$ cat src/rtl/ccs_pkg.sv
// constants for the clock configuration and supply status block
package ccs_pkg;
	// ********************
	// register map
	// ********************
	localparam logic [7:0] ADDR_CLOCK_CFG = 8'h1d;
	localparam logic [7:0] ADDR_STATUS = 8'h1e;
	localparam logic [7:0] CLOCK_CFG_RESET = 8'h00;
	localparam logic [7:0] STATUS_RESET = 8'h00;
	localparam logic [7:0] RDATA_UNMAPPED = 8'h00;
	// clock configuration fields
	localparam int BIT_SUPPLY_WARN_IRQ_EN = 7;
	localparam int BIT_TX_PIN_OVERRIDE = 6;
	localparam int BIT_CLOCK_MISSING = 5;
	localparam int BIT_CLOCK_OUT_EN = 4;
	localparam int BIT_XTAL_SEL_HI = 3;
	localparam int BIT_XTAL_SEL_LO = 2;
	localparam int BIT_EXT_CLOCK_IN_EN = 1;
	localparam int BIT_OSCILLATOR_EN = 0;
	// status fields: sticky nibble above live nibble, same order
	localparam int STICKY_LSB = 4;
	localparam int IDX_THERM_SHUTDOWN = 3;
	localparam int IDX_THERM_WARNING = 2;
	localparam int IDX_SUPPLY_UNDER = 1;
	localparam int IDX_SUPPLY_WARNING = 0;
	localparam int NUM_CHAN = 2;
	// ********************
	// divider and timing
	// ********************
	localparam logic [1:0] XSEL_14M = 2'h0;
	localparam logic [1:0] XSEL_7M = 2'h1;
	localparam logic [2:0] DIV_EDGES_14M = 3'h4;
	localparam logic [2:0] DIV_EDGES_7M = 3'h2;
	localparam logic [2:0] DIV_EDGES_3M = 3'h1;
	localparam int CLK_PERIOD_NS = 40;
	localparam int CLK_MISS_NS = 2000;
	localparam int CLK_MISS_CYC = CLK_MISS_NS / CLK_PERIOD_NS;
	localparam int INT_HALF_NS = 136;
	localparam int INT_HALF_CYC = INT_HALF_NS / CLK_PERIOD_NS;
	localparam int IDLE_W = 6;
	localparam int INT_W = 2;
endpackage

$ cat src/rtl/ccs_clk_if.sv
// link between the register bank and the clock source monitor
`timescale 1ns/1ps
interface ccs_clk_if;
	logic ext_clock_in_en;
	logic oscillator_en;
	logic [1:0] xtal_freq_sel;
	logic clock_out_en;
	logic clock_missing_flag;
	logic clock_out;
	modport ctrl (
		output ext_clock_in_en, oscillator_en, xtal_freq_sel, clock_out_en,
		input clock_missing_flag, clock_out
	);
	modport mon (
		input ext_clock_in_en, oscillator_en, xtal_freq_sel, clock_out_en,
		output clock_missing_flag, clock_out
	);
endinterface

$ cat src/rtl/ccs_clk_mon.sv
// clock source monitor, fallback and clock output divider
`timescale 1ns/1ps
module ccs_clk_mon
	import ccs_pkg::*;
(
	input wire logic clock,
	input wire logic sys_rst,
	input wire logic ext_clock_pin,
	input wire logic xtal_osc_pin,
	ccs_clk_if.mon cif
);
	typedef struct packed {
		logic src_prev;
		logic [IDLE_W-1:0] idle_cnt;
		logic missing;
		logic [2:0] div_cnt;
		logic [INT_W-1:0] int_cnt;
		logic clk_out;
	} ccs_mon_state_s;

	localparam logic [IDLE_W-1:0] IDLE_LAST = IDLE_W'(CLK_MISS_CYC - 1);
	localparam logic [INT_W-1:0] INT_LAST = INT_W'(INT_HALF_CYC - 1);

	ccs_mon_state_s st_reg;
	ccs_mon_state_s st_next;
	logic any_sel;
	logic src;
	logic src_edge;
	logic use_int;
	logic tick;
	logic [2:0] divisor;

	always_comb begin
		// ext wins if software breaks the one-source-only contract
		any_sel = cif.ext_clock_in_en | cif.oscillator_en;
		src = cif.ext_clock_in_en ? ext_clock_pin : xtal_osc_pin;
		src_edge = src != st_reg.src_prev;
		case (cif.xtal_freq_sel)
			XSEL_14M: divisor = DIV_EDGES_14M;
			XSEL_7M: divisor = DIV_EDGES_7M;
			default: divisor = DIV_EDGES_3M;
		endcase
		st_next = st_reg;
		st_next.src_prev = src;
		tick = 1'b0;
		if (!any_sel) begin
			st_next.idle_cnt = '0;
			st_next.missing = 1'b0;
		end else if (src_edge) begin
			st_next.idle_cnt = '0;
			st_next.missing = 1'b0;
		end else if (st_reg.idle_cnt == IDLE_LAST) begin
			st_next.missing = 1'b1;
		end else begin
			st_next.idle_cnt = st_reg.idle_cnt + 1'b1;
		end
		use_int = !any_sel || st_reg.missing;
		if (use_int) begin
			st_next.div_cnt = '0;
			st_next.int_cnt = (st_reg.int_cnt == INT_LAST) ? '0 : st_reg.int_cnt + 1'b1;
			tick = st_reg.int_cnt == INT_LAST;
		end else begin
			st_next.int_cnt = '0;
			if (src_edge) begin
				tick = (st_reg.div_cnt + 3'h1) >= divisor;
				st_next.div_cnt = tick ? 3'h0 : st_reg.div_cnt + 3'h1;
			end
		end
		if (!cif.clock_out_en) begin
			st_next.clk_out = 1'b0;
		end else if (tick) begin
			st_next.clk_out = ~st_reg.clk_out;
		end
	end

	always_ff @(posedge clock or posedge sys_rst) begin
		if (sys_rst) begin
			st_reg <= '0;
		end else begin
			st_reg <= st_next;
		end
	end

	assign cif.clock_missing_flag = st_reg.missing;
	assign cif.clock_out = st_reg.clk_out;
endmodule // ccs_clk_mon

$ cat src/rtl/ccs_top.sv
// clock configuration and supply status register bank
`timescale 1ns/1ps
module ccs_top
	import ccs_pkg::*;
(
	input wire logic clock,
	input wire logic sys_rst,
	input wire logic [7:0] reg_addr,
	input wire logic reg_wr,
	input wire logic reg_rd,
	input wire logic [7:0] reg_wdata,
	output logic [7:0] reg_rdata,
	input wire logic ext_clock_pin,
	input wire logic xtal_osc_pin,
	input wire logic [1:0] tx_pin,
	input wire logic [1:0] transmit_enable_pin,
	input wire logic [1:0] tx_reg_bit,
	input wire logic [1:0] transmit_enable_reg_bit,
	input wire logic therm_shutdown_det,
	input wire logic temp_above_135,
	input wire logic temp_below_120,
	input wire logic supply_below_9v,
	input wire logic supply_below_18v,
	input wire logic supply_above_15v5,
	output logic [1:0] line_output,
	output logic [1:0] line_output_en,
	output logic clock_out_pin,
	output logic status_irq
);
	// ********************
	// state
	// ********************
	typedef struct packed {
		logic supply_warn_irq_en;
		logic tx_pin_override;
		logic clock_out_en;
		logic [1:0] xtal_freq_sel;
		logic ext_clock_in_en;
		logic oscillator_en;
		logic [3:0] live;
		logic [3:0] sticky;
		logic [7:0] rdata;
		logic irq;
		logic [1:0] line_out;
		logic [1:0] line_oe;
		logic clk_out;
	} ccs_top_state_s;

	ccs_top_state_s st_reg;
	ccs_top_state_s st_next;

	ccs_clk_if cif ();

	logic wr_cfg;
	logic rd_status;
	logic [3:0] rise;
	logic [7:0] cfg_view;
	logic [7:0] status_view;
	logic [3:0] irq_src;
	logic [1:0] drv_val;
	logic [1:0] drv_en;

	// ********************
	// clock source monitor
	// ********************
	assign cif.ext_clock_in_en = st_reg.ext_clock_in_en;
	assign cif.oscillator_en = st_reg.oscillator_en;
	assign cif.xtal_freq_sel = st_reg.xtal_freq_sel;
	assign cif.clock_out_en = st_reg.clock_out_en;

	ccs_clk_mon u_mon (
		.clock(clock),
		.sys_rst(sys_rst),
		.ext_clock_pin(ext_clock_pin),
		.xtal_osc_pin(xtal_osc_pin),
		.cif(cif)
	);

	// ********************
	// line driver steering
	// ********************
	generate
		for (genvar ch = 0; ch < NUM_CHAN; ch++) begin : g_chan
			// pins are dead to the driver while the override is set
			assign drv_val[ch] = st_reg.tx_pin_override ? tx_reg_bit[ch] : tx_pin[ch];
			assign drv_en[ch] = st_reg.tx_pin_override ?
				transmit_enable_reg_bit[ch] : transmit_enable_pin[ch];
		end
	endgenerate

	// ********************
	// register views
	// ********************
	always_comb begin
		cfg_view = CLOCK_CFG_RESET;
		cfg_view[BIT_SUPPLY_WARN_IRQ_EN] = st_reg.supply_warn_irq_en;
		cfg_view[BIT_TX_PIN_OVERRIDE] = st_reg.tx_pin_override;
		cfg_view[BIT_CLOCK_MISSING] = cif.clock_missing_flag;
		cfg_view[BIT_CLOCK_OUT_EN] = st_reg.clock_out_en;
		cfg_view[BIT_XTAL_SEL_HI:BIT_XTAL_SEL_LO] = st_reg.xtal_freq_sel;
		cfg_view[BIT_EXT_CLOCK_IN_EN] = st_reg.ext_clock_in_en;
		cfg_view[BIT_OSCILLATOR_EN] = st_reg.oscillator_en;
		status_view = {st_reg.sticky, st_reg.live};
	end

	// ********************
	// next state
	// ********************
	always_comb begin
		st_next = st_reg;
		wr_cfg = reg_wr && (reg_addr == ADDR_CLOCK_CFG);
		rd_status = reg_rd && (reg_addr == ADDR_STATUS);

		// missing flag and status are never written by software
		if (wr_cfg) begin
			st_next.supply_warn_irq_en = reg_wdata[BIT_SUPPLY_WARN_IRQ_EN];
			st_next.tx_pin_override = reg_wdata[BIT_TX_PIN_OVERRIDE];
			st_next.clock_out_en = reg_wdata[BIT_CLOCK_OUT_EN];
			st_next.xtal_freq_sel = reg_wdata[BIT_XTAL_SEL_HI:BIT_XTAL_SEL_LO];
			st_next.ext_clock_in_en = reg_wdata[BIT_EXT_CLOCK_IN_EN];
			st_next.oscillator_en = reg_wdata[BIT_OSCILLATOR_EN];
		end

		// live condition flags
		st_next.live[IDX_THERM_SHUTDOWN] = therm_shutdown_det;
		// comparator outputs are treated as exclusive; set side wins a tie
		if (temp_above_135) begin
			st_next.live[IDX_THERM_WARNING] = 1'b1;
		end else if (temp_below_120) begin
			st_next.live[IDX_THERM_WARNING] = 1'b0;
		end
		st_next.live[IDX_SUPPLY_UNDER] = supply_below_9v;
		// follows the supply even when its interrupt is masked
		if (supply_below_18v) begin
			st_next.live[IDX_SUPPLY_WARNING] = 1'b1;
		end else if (supply_above_15v5) begin
			st_next.live[IDX_SUPPLY_WARNING] = 1'b0;
		end

		// sticky flags: rising edge of live sets, status read clears
		rise = st_next.live & ~st_reg.live;
		st_next.sticky = (st_reg.sticky & ~{4{rd_status}}) | rise;

		irq_src = st_next.sticky;
		irq_src[IDX_SUPPLY_WARNING] = st_next.sticky[IDX_SUPPLY_WARNING] &
			st_next.supply_warn_irq_en;
		st_next.irq = |irq_src;

		// read data held until the next read
		if (reg_rd) begin
			case (reg_addr)
				ADDR_CLOCK_CFG: st_next.rdata = cfg_view;
				ADDR_STATUS: st_next.rdata = status_view;
				default: st_next.rdata = RDATA_UNMAPPED;
			endcase
		end

		st_next.line_out = drv_val;
		st_next.line_oe = drv_en;
		st_next.clk_out = cif.clock_out;
	end

	always_ff @(posedge clock or posedge sys_rst) begin
		if (sys_rst) begin
			st_reg <= '0;
		end else begin
			st_reg <= st_next;
		end
	end

	assign reg_rdata = st_reg.rdata;
	assign line_output = st_reg.line_out;
	assign line_output_en = st_reg.line_oe;
	assign clock_out_pin = st_reg.clk_out;
	assign status_irq = st_reg.irq;
endmodule // ccs_top

$ cat config.mk
export PLATFORM = sky130hd
export DESIGN_NAME = ccs_top
export DESIGN_NICKNAME = d
export VERILOG_FILES = /design/src/rtl/ccs_pkg.sv /design/src/rtl/ccs_clk_if.sv /design/src/rtl/ccs_clk_mon.sv /design/src/rtl/ccs_top.sv
export SDC_FILE = /design/constraint.sdc
export NUM_CORES = 1
export LEC_CHECK = 0
export BUFFER_PORTS_ARGS = -buffer_cell sky130_fd_sc_hd__buf_4
export CAP_MARGIN = 10
export CORE_UTILIZATION = 35
export DETAILED_ROUTE_END_ITERATION = 8
export PLACE_DENSITY = 0.62
export REMOVE_ABC_BUFFERS = 1
export SYNTH_ARGS = -nofsm -noshare
export SYNTH_HDL_FRONTEND = slang
export SYNTH_HIERARCHICAL = 1
export SYNTH_SLANG_ARGS = --single-unit
$ cat constraint.sdc
create_clock -name clock -period 1.85 [get_ports clock]
set_clock_uncertainty 0.05 [all_clocks]
set_input_delay 0.0925 -clock clock [delete_from_list [all_inputs] [get_ports clock]]
set_output_delay 0.0925 -clock clock [all_outputs]
set_load 0.1 [all_outputs]
### Word level (Yosys, flattened, before mapping)

Cells that the tools add are included.

| storage, ports and cells | value |
|---|---|
| register bits after elaboration | 43 |
| output and inout port bits | 14 |
| logic and storage cells | 71 |

| cells by class | value |
|---|---|
| add/subtract/negate cells | 3 |
| magnitude comparators | 1 |
| equality and inequality tests | 9 |
| multiplexer cells | 24 |
| bitwise operators | 8 |
| reduce and logical (&&, ||, !) cells | 7 |

Operators by type and width:

| cell | count |
|---|---|
| $mux W7 | 3 |
| $eq A8 B5 Y1 const B | 2 |
| $pmux W8 S2 | 1 |
| $mux W1 | 14 |
| $and A4 B4 Y4 | 2 |
| $not A4 Y4 | 2 |
| $add A6 B1 Y6 const B | 1 |
| $eq A6 B6 Y1 const B | 1 |
| $mux W3 | 2 |
| $mux W6 | 1 |
| $ne A3 B3 Y1 const B | 2 |
| $pmux W3 S2 | 1 |
| $mux W5 | 1 |
| $or A4 B4 Y4 | 1 |
| $reduce_or A4 Y1 | 1 |
| $add A3 B1 Y3 const B | 1 |
| $ge A3 B3 Y1 | 1 |
| $add A2 B1 Y2 const B | 1 |
| $eq A2 B1 Y1 const B | 1 |
| $eq A2 B2 Y1 const B | 1 |
| $logic_and A1 B1 Y1 | 2 |
| $logic_not A2 Y1 | 1 |
| $mux W2 | 1 |
| $ne A2 B1 Y1 const B | 1 |
| other kinds (7) | 7 |

### Longest topological paths before layout

Gate-level depths: netlist (run 1).

| depth | value |
|---|---|
| depth after elaboration | 7 |
| mapped depth | 7 |

### Modules after synthesis

The synthesis (run 1) kept the hierarchy.

Modules (own cells, without submodules):

| module | instances | cells an instance | area an instance (um2) |
|---|---|---|---|
| ccs_top | 1 | 102 | 1305.0 |
| ccs_clk_mon | 1 | 81 | 812.0 |

### Least setup slack after synthesis (run 1)

No wires, ideal clock.

| path | value |
|---|---|
| path kind | register -> register |
| from | register u_mon/st_reg[3] (netlist name) |
| to | register u_mon.st_reg (netlist bit u_mon/cif.clock_out) |
| data arrival time | 1740 ps |
| slack | -92 ps |
| stages on the path, launching flop included | 8 |
| cell sequence | dfrtp_1 ha_1 xor2_1 ha_1 a21o_1 a31oi_1 nand3b_1 o311ai_0 |

| on the way | value |
|---|---|
| cells in the longest elaborated chain, start to end | 5 |

RTL lines:

| what | line | RTL |
|---|---|---|
| start: declaration | ccs_clk_mon.sv:24 | `ccs_mon_state_s st_reg;` |
| start signal: assignment | ccs_clk_mon.sv:80 | `st_reg <= st_next;` |
| $add A3 B1 Y3 | ccs_clk_mon.sv:65 | `tick = (st_reg.div_cnt + 3'h1) >= divisor;` |
| $ge A3 B3 Y1 | ccs_clk_mon.sv:65 |  |
| $mux W1 | ccs_clk_mon.sv:64 | `if (src_edge) begin` |
| $mux W1 | ccs_clk_mon.sv:58 | `if (use_int) begin` |
| $ne A2 B1 Y1 (no line) | - |  |

No other way between the ends.
A chain may end at the register's enable or synchronous reset.

### Final worst setup path (run 1)

Same ends and word-level chain as after synthesis.

==> metrics.md, run 1 <==
| Metric | Value |
|---|---|
| Number of H-tree levels | `2` |
| Slew Limit Fails | `0` |
| Largest register FFs | `12` |
| Worst hold path class | `in2reg` |
| Largest net degree at the start of global routing | `26` |
| GRT Util Overall | `0.1582` |
| Total gr overflow | `0` |
| EDFF count, synth | `0` |
| Cell taking the most area after synthesis | `dfrtp_1` |
| Row Count | `27` |
| Seq/Total Area, Yosys | `0.5083` |
| Die area | `6364 um2` |
| Worst EP arrival | `2.00 ns` |
| Die W | `79.78 um` |
| Clock Path Buffers | `2` |
| Skew-Pair Late Insertion Delay | `0.30 ns` |
| First-pass GRT wire length | `7.541 mm` |
| Vias per cell | `4.905` |
| Status | `finished with violations` |
| # fillers | `541` |
| Synth Instances | `183` |
| Top post-synthesis cells by area | `dfrtp_1 51%, mux2_2 4.8%, buf_4 4.3%, a221o_1 3.8%, ha_1 3.5%` |
| Crit path from | `u_mon/st_reg[3]$_DFFE_PP0P_` |
| Slack of the critical path | `-0.03461 ns` |
| Startpoint type of the worst setup path | `flop` |
| Final min period | `1.885 ns` |
| Top FF cell, synth | `dfrtp_1` |
| Total power | `1.932 mW` |
| Non-filler cells in the finished layout | `326` |
| Max VDD drop | `0.4740 mV` |
| Slew @ Worst Pin | `0.5631 ns` |
| Failing checks | `negative setup slack` |
| Post-DRT Antenna Nets | `0` |
| Final number of setup-violating endpoints | `2` |
| Placed Cells incl. Taps | `295` |
| Max-Cap Viols | `0` |
| Slew headroom | `0.6242` |
| Period Utilization, post-route | `1.019` |
| Die Ht | `79.78 um` |
| LEAKAGE | `1.359 nW` |
| Mean post-synth cell area | `11.57 um2` |
| Post-synthesis async set-or-reset flop share | `1.000` |
| CTS tree | `yes` |
| Clk sinks | `43` |
| Post-Synthesis Cell Area | `2117 um2` |
| PD cells | `678.9 nW/um2` |
| Final core area utilization | `0.5015` |
| Nets | `295` |
| Drc violations | `0` |
| Core area | `5675 um2` |
| Yosys top cell area share | `0.5083` |
| Total clock buffers created by CTS | `5` |
| FMAX | `530.6 MHz` |
| IO Port Bufs | `48` |
| Hold path startpoint | `supply_below_18v` |
| RSZ-0062 raised after global routing | `true` |
| Routed WL per cell | `13.67 um` |
| Endpoints failing hold | `0` |
| Drt first pass iters | `4` |
| Antenna fix cells | `0` |
| R2R Path Start | `u_mon/st_reg[3]$_DFFE_PP0P_` |
| Synth cell types | `44` |
| Most frequent cells in the layout | `58 x buf_4, 43 x dfrtp_1, 21 x dlygate4sd3_1` |
| CP Max Fanout | `6` |
| Final wirelength | `4.455 mm` |
| Fin Hold WS | `0.01372 ns` |
| CP Class | `reg2reg` |
| Starting Density | `0.3730` |
| # IOs | `50` |
| Layout cell share with drive strength beyond 1 | `0.3346` |
| Commonest non-fill, non-tap cell in the layout | `buf_4` |
| Vias in the first global route | `1,622` |
| Data required time of the worst path | `1.96 ns` |
| Routability cong. | `0.7006` |
| Area Overhead vs Synth | `34.46%` |
| DR iter-0 viols | `54` |
| Crit. End Element | `flop` |
| #FFs+latches synth | `43` |
| Hpwl dp | `3.168 mm` |
| CTS root buf | `clkbuf_8` |
| Initial antenna violation count | `0` |
| Reg clk slew, reported paths | `0.09 ns` |
| Vias | `1,599` |
| Synth Warn # | `6` |
-- cell type report --
cell class / count / area (um2) / share of cell area
clock inverters: 3 / 23.77 / 0.008352
flip-flops and latches: 43 / 1076 / 0.3780
multi-input cells: 115 / 908.4 / 0.3191
well taps: 72 / 90.09 / 0.03165
clock buffers: 5 / 68.82 / 0.02418
repair buffers: 79 / 645.6 / 0.2268
inverters: 9 / 33.78 / 0.01187
-- power breakdown --
group | internal (mW) | switching (mW) | total [mW]
Sequential | 0.982 | 0.0315 | 1.01
Combinational | 0.153 | 0.147 | 0.299
Clock | 0.270 | 0.349 | 0.620
Total | 1.40 | 0.528 | 1.93
-- per-layer routing --
metal / GRT usage / part of all wire
met5: 0 / 0
met4: 0.05893 / 0.014
met3: 0.04000 / 0.045
met2: 0.2590 / 0.48
met1: 0.2007 / 0.46
-- cells by family (layout without fill, tap and decap cells) --
kind of cell / Yosys count / after routing / synth area share
AOI/OAI and AO/OA: 29 / 29 / 0.1141
muxes: 12 / 12 / 0.06265
buffers and inverters: 25 / 96 / 0.06679
adders and majority gates: 6 / 6 / 0.03546
and+or+nand+nor: 58 / 58 / 0.1714
DFF: 43 / 43 / 0.5083
xor gates and xnor gates: 10 / 10 / 0.04137
-- cell usage after synthesis, types with 3 or more instances --
cell and n:
a221o_1 8, xor2_1 6, dfrtp_1 43, mux2_2 9, a21oi_1 3, a31oi_1 3, nor2b_1 12, nor2_1 9
nand2_1 7, ha_1 6, nor3_1 3, a21o_1 5, buf_4 12, nand3_1 4, nand3b_1 4, xnor2_1 4
inv_1 9
-- per-stage QoR --
stage | worst slack (ns) | TNS [ns] | area, um2
after detailed placement | -0.1039 | -0.1484 | 2520
after global routing | -0.1720 | -0.5472 | 2846
after floorplan | -0.09183 | -0.1678 | 2009
final | -0.03461 | -0.04324 | 2846
after global placement | -0.04517 | -0.04634 | 2520
after CTS | -0.03220 | -0.04008 | 2846
-- path summary, 6_finish.rpt --
kind | cells after the start | slack [ns] | end
min reg2reg | 0 | 0.38 | clock_out_pin$_DFF_PP0_
max reg2reg | 8 | -0.03 | u_mon/cif.clock_out$_DFFE_PP0P_
min in group asynchronous | 3 | 0.21 | line_output[0]$_DFF_PP0_
max | 8 | -0.03 | u_mon/cif.clock_out$_DFFE_PP0P_
min | 3 | 0.01 | st_reg[14]$_DFF_PP0_
max in group asynchronous | 4 | 0.99 | cif.xtal_freq_sel[0]$_DFFE_PP0N_
-- worst max-delay path, stage by stage (launching register included) --
cell	delay, ns
dfrtp_1	0.39
ha_2	0.19
xor2_1	0.14
ha_1	0.29
a21o_1	0.16
a31oi_1	0.15
buf_4	0.17
nand3b_1	0.12
o311ai_1	0.09
-- timing repair --
item                                    in CTS  in global routing
hold buffers                                21                  0
buffers inserted                             2                  0
gates resized for setup                      3                  0
hold endpoints to repair                    58                  0
pin swaps                                    3                  1
endpoints found under the setup margin       4                  4
Note: power is estimated with default switching activity, not from simulation.
==> run 2: changes to the inputs <==
- REMOVE_ABC_BUFFERS: 1 -> not set
==> run 2 against run 1 <==
Net effect:
- register-to-register slack about the same
- maximum frequency down 0.28%
- worst setup slack worse by 0.0052 ns
- highest routed layer unchanged
- total power up 7.1%
- cell area up 0.79%
- largest power group unchanged
- core utilization up 0.40 points
- the run still ends with negative setup slack left
- final cell count down 0.61%
- sequential power about the same
- clock-buffer cell count up 1
==> metrics.md, run 2 (synthesized netlist as in run 1, its figures left out) <==
| Metric | Value |
|---|---|
| FMAX | `529.1 MHz (-0.28%)` |
| Data required time of the worst path | `2.02 ns (+0.06 ns)` |
| CTS tree | `yes` |
| Cells on Worst Hold Path | `3 (unchanged)` |
| CP Max Fanout | `6 (unchanged)` |
| Vias per cell | `4.836 (-1.4%)` |
| Setup TNS | `-0.04025 ns (+0.002989 ns)` |
| Number of H-tree levels | `2 (unchanged)` |
| Routability cong. | `0.7327 (+4.6%)` |
| Final core area utilization | `0.5055 (+0.003968)` |
| First-pass GRT wire length | `7.452 mm (-1.2%)` |
| Clock Path Buffers | `2 (unchanged)` |
| CP Class | `reg2reg` |
| Largest register FFs | `12 (unchanged)` |
| Area Overhead vs Synth | `35.52%` |
| Drc violations | `0 (unchanged)` |
| Antenna fix cells | `0 (unchanged)` |
| Clk sinks | `43 (unchanged)` |
| Layout cell share with drive strength beyond 1 | `0.3373 (+0.002656)` |
| CTS root buf | `clkbuf_8` |
| Worst hold path class | `in2reg` |
| Max-Cap Viols | `0 (unchanged)` |
| Post-DRT Antenna Nets | `0 (unchanged)` |
| Reg2Reg Capture Point | `u_mon/st_reg[5]$_DFFE_PP0P_` |
| Startpoint type of the worst setup path | `flop` |
| Worst slack, placed | `-0.04651 ns (+0.05739 ns)` |
| Die Ht | `79.78 um (unchanged)` |
| Failing checks | `negative setup slack` |
| Total gr overflow | `0 (unchanged)` |
| # IOs | `50 (unchanged)` |
| Total power | `2.069 mW (+7.1%)` |
| Vias | `1,567 (-2.0%)` |
| Largest net degree at the start of global routing | `30 (+15%)` |
| LEAKAGE | `1.374 nW (+1.1%)` |
| DR iter-0 viols | `63 (+17%)` |
| Most frequent cells in the layout | `57 x buf_4, 43 x dfrtp_1, 20 x dlygate4sd3_1` |
| Drt first pass iters | `4 (unchanged)` |
| Hold path endpoint | `cfg_view[7]$_DFF_PP0_` |
| DP Area | `2537 um2 (+0.69%)` |
| Routed WL per cell | `13.25 um (-3.0%)` |
| Final min period | `1.890 ns (+0.005238 ns)` |
| Period Utilization, post-route | `1.022 (+0.002831)` |
| PD cells | `721.1 nW/um2 (+6.2%)` |
| Die W | `79.78 um (unchanged)` |
| Total clock buffers created by CTS | `5 (unchanged)` |
| Die area | `6364 um2 (unchanged)` |
| Crit path from | `u_mon/st_reg[4]$_DFFE_PP0P_` |
| Fin Hold WS | `0.009652 ns (-0.004071 ns)` |
| Nets | `293 (-0.68%)` |
| Core area | `5675 um2 (unchanged)` |
| Placed Cells incl. Taps | `295 (unchanged)` |
| Hpwl dp | `3.099 mm (-2.2%)` |
| Slew headroom | `0.6163 (-0.007894)` |
| R2R Path Start | `u_mon/st_reg[4]$_DFFE_PP0P_` |
| GRT Util Overall | `0.1535 (-0.004752)` |
| Vias in the first global route | `1,657 (+2.2%)` |
| Non-filler cells in the finished layout | `324 (-0.61%)` |
| Commonest non-fill, non-tap cell in the layout | `buf_4` |
| Final Cell Area | `2869 um2 (+0.79%)` |
| Slew Limit Fails | `0 (unchanged)` |
| Reg clk slew, reported paths | `0.08 ns (about the same)` |
| Final wirelength | `4.293 mm (-3.6%)` |
| Crit. End Element | `flop` |
| Slack of the critical path | `-0.03985 ns (-0.005238 ns)` |
| Final number of setup-violating endpoints | `2 (unchanged)` |
| Status | `finished with violations` |
| IO Port Bufs | `48 (unchanged)` |
| Hold path startpoint | `reg_wdata[7]` |
| Skew-Pair Late Insertion Delay | `0.29 ns (about the same)` |
| Endpoints failing hold | `0 (unchanged)` |
| Worst R2R Path Depth | `7 (-1)` |
| Initial antenna violation count | `0 (unchanged)` |
| Row Count | `27 (unchanged)` |
| Worst EP arrival | `2.06 ns (+0.06 ns)` |
| Syn Nets | `225` |
| RSZ-0062 raised after global routing | `true` |
| Setup slack, reg-to-reg | `-0.04 ns (about the same)` |
| Max VDD drop | `0.3609 mV (-24%)` |
| Starting Density | `0.3730 (unchanged)` |
| Slew @ Worst Pin | `0.5744 ns (+0.01127 ns)` |
[run 2: cell types whose count changed in the layout (fill, tap and decap cells not counted)]
cell and delta:
a31oi_1 -1, inv_6 -1, clkbuf_8 +1, buf_4 -1, a31oi_4 +1, dlygate4sd3_1 -1, bufinv_16 +1, clkinvlp_4 -2
clkinv_2 +1
[run 2: how the worst max path moves through the flow]
| stage | to | slack, ns | cells past startpoint |
|---|---|---|---|
| finish | u_mon/st_reg[5]$_DFFE_PP0P_ | -0.04 | 7 |
| global route | u_mon/st_reg[5]$_DFFE_PP0P_ | -0.15 | 7 |
| CTS | u_mon/st_reg[5]$_DFFE_PP0P_ | -0.03 | 7 |
| detailed placement | u_mon/cif.clock_out$_DFFE_PP0P_ | -0.05 | 7 |
| global placement | u_mon/cif.clock_out$_DFFE_PP0P_ | 0.02 | 7 |
| floorplan | u_mon/cif.clock_out$_DFFE_PP0P_ | 0.0006 | 7 |
[run 2: layout make-up]
class / count / area, um2
clock inverters: 2 / 35.03
multi-input cells: 115 / 923.4
flip-flops and latches: 43 / 1076
clock buffers: 6 / 82.58
well taps: 72 / 90.09
fillers: 522 / 2806
inverters: 9 / 33.78
repair buffers: 77 / 628.1
[run 2: critical path: stages, from the launching register on]
cell	delay, ns
dfrtp_1	0.39
ha_2	0.19
xor2_1	0.14
ha_1	0.29
a21o_1	0.18
a31oi_4	0.24
nand4b_1	0.14
a31oi_1	0.19
[run 2: layer usage]
layer | track usage | vias to the layer above | share of wire
li1 | - | 782 | -
met1 | 0.1952 | 746 | 0.47
met2 | 0.2547 | 31 | 0.48
met3 | 0.03086 | 8 | 0.029
met4 | 0.06071 | 0 | 0.017
met5 | 0 | - | 0
[run 2: power by group]
part           total (mW)  leakage, nW  internal (mW)  switching [mW]
sequential           1.02        0.548          0.982          0.0330
clock               0.753       0.0612          0.437           0.317
combinational       0.300        0.765          0.154           0.147
[run 2: repair_timing]
item	4_1_cts	5_1_grt
pin swaps	6	3
endpoints found under the hold margin	57	0
setup endpoints to repair	2	4
buffers inserted	0	1
resized for setup	1	1
hold buffers	20	0
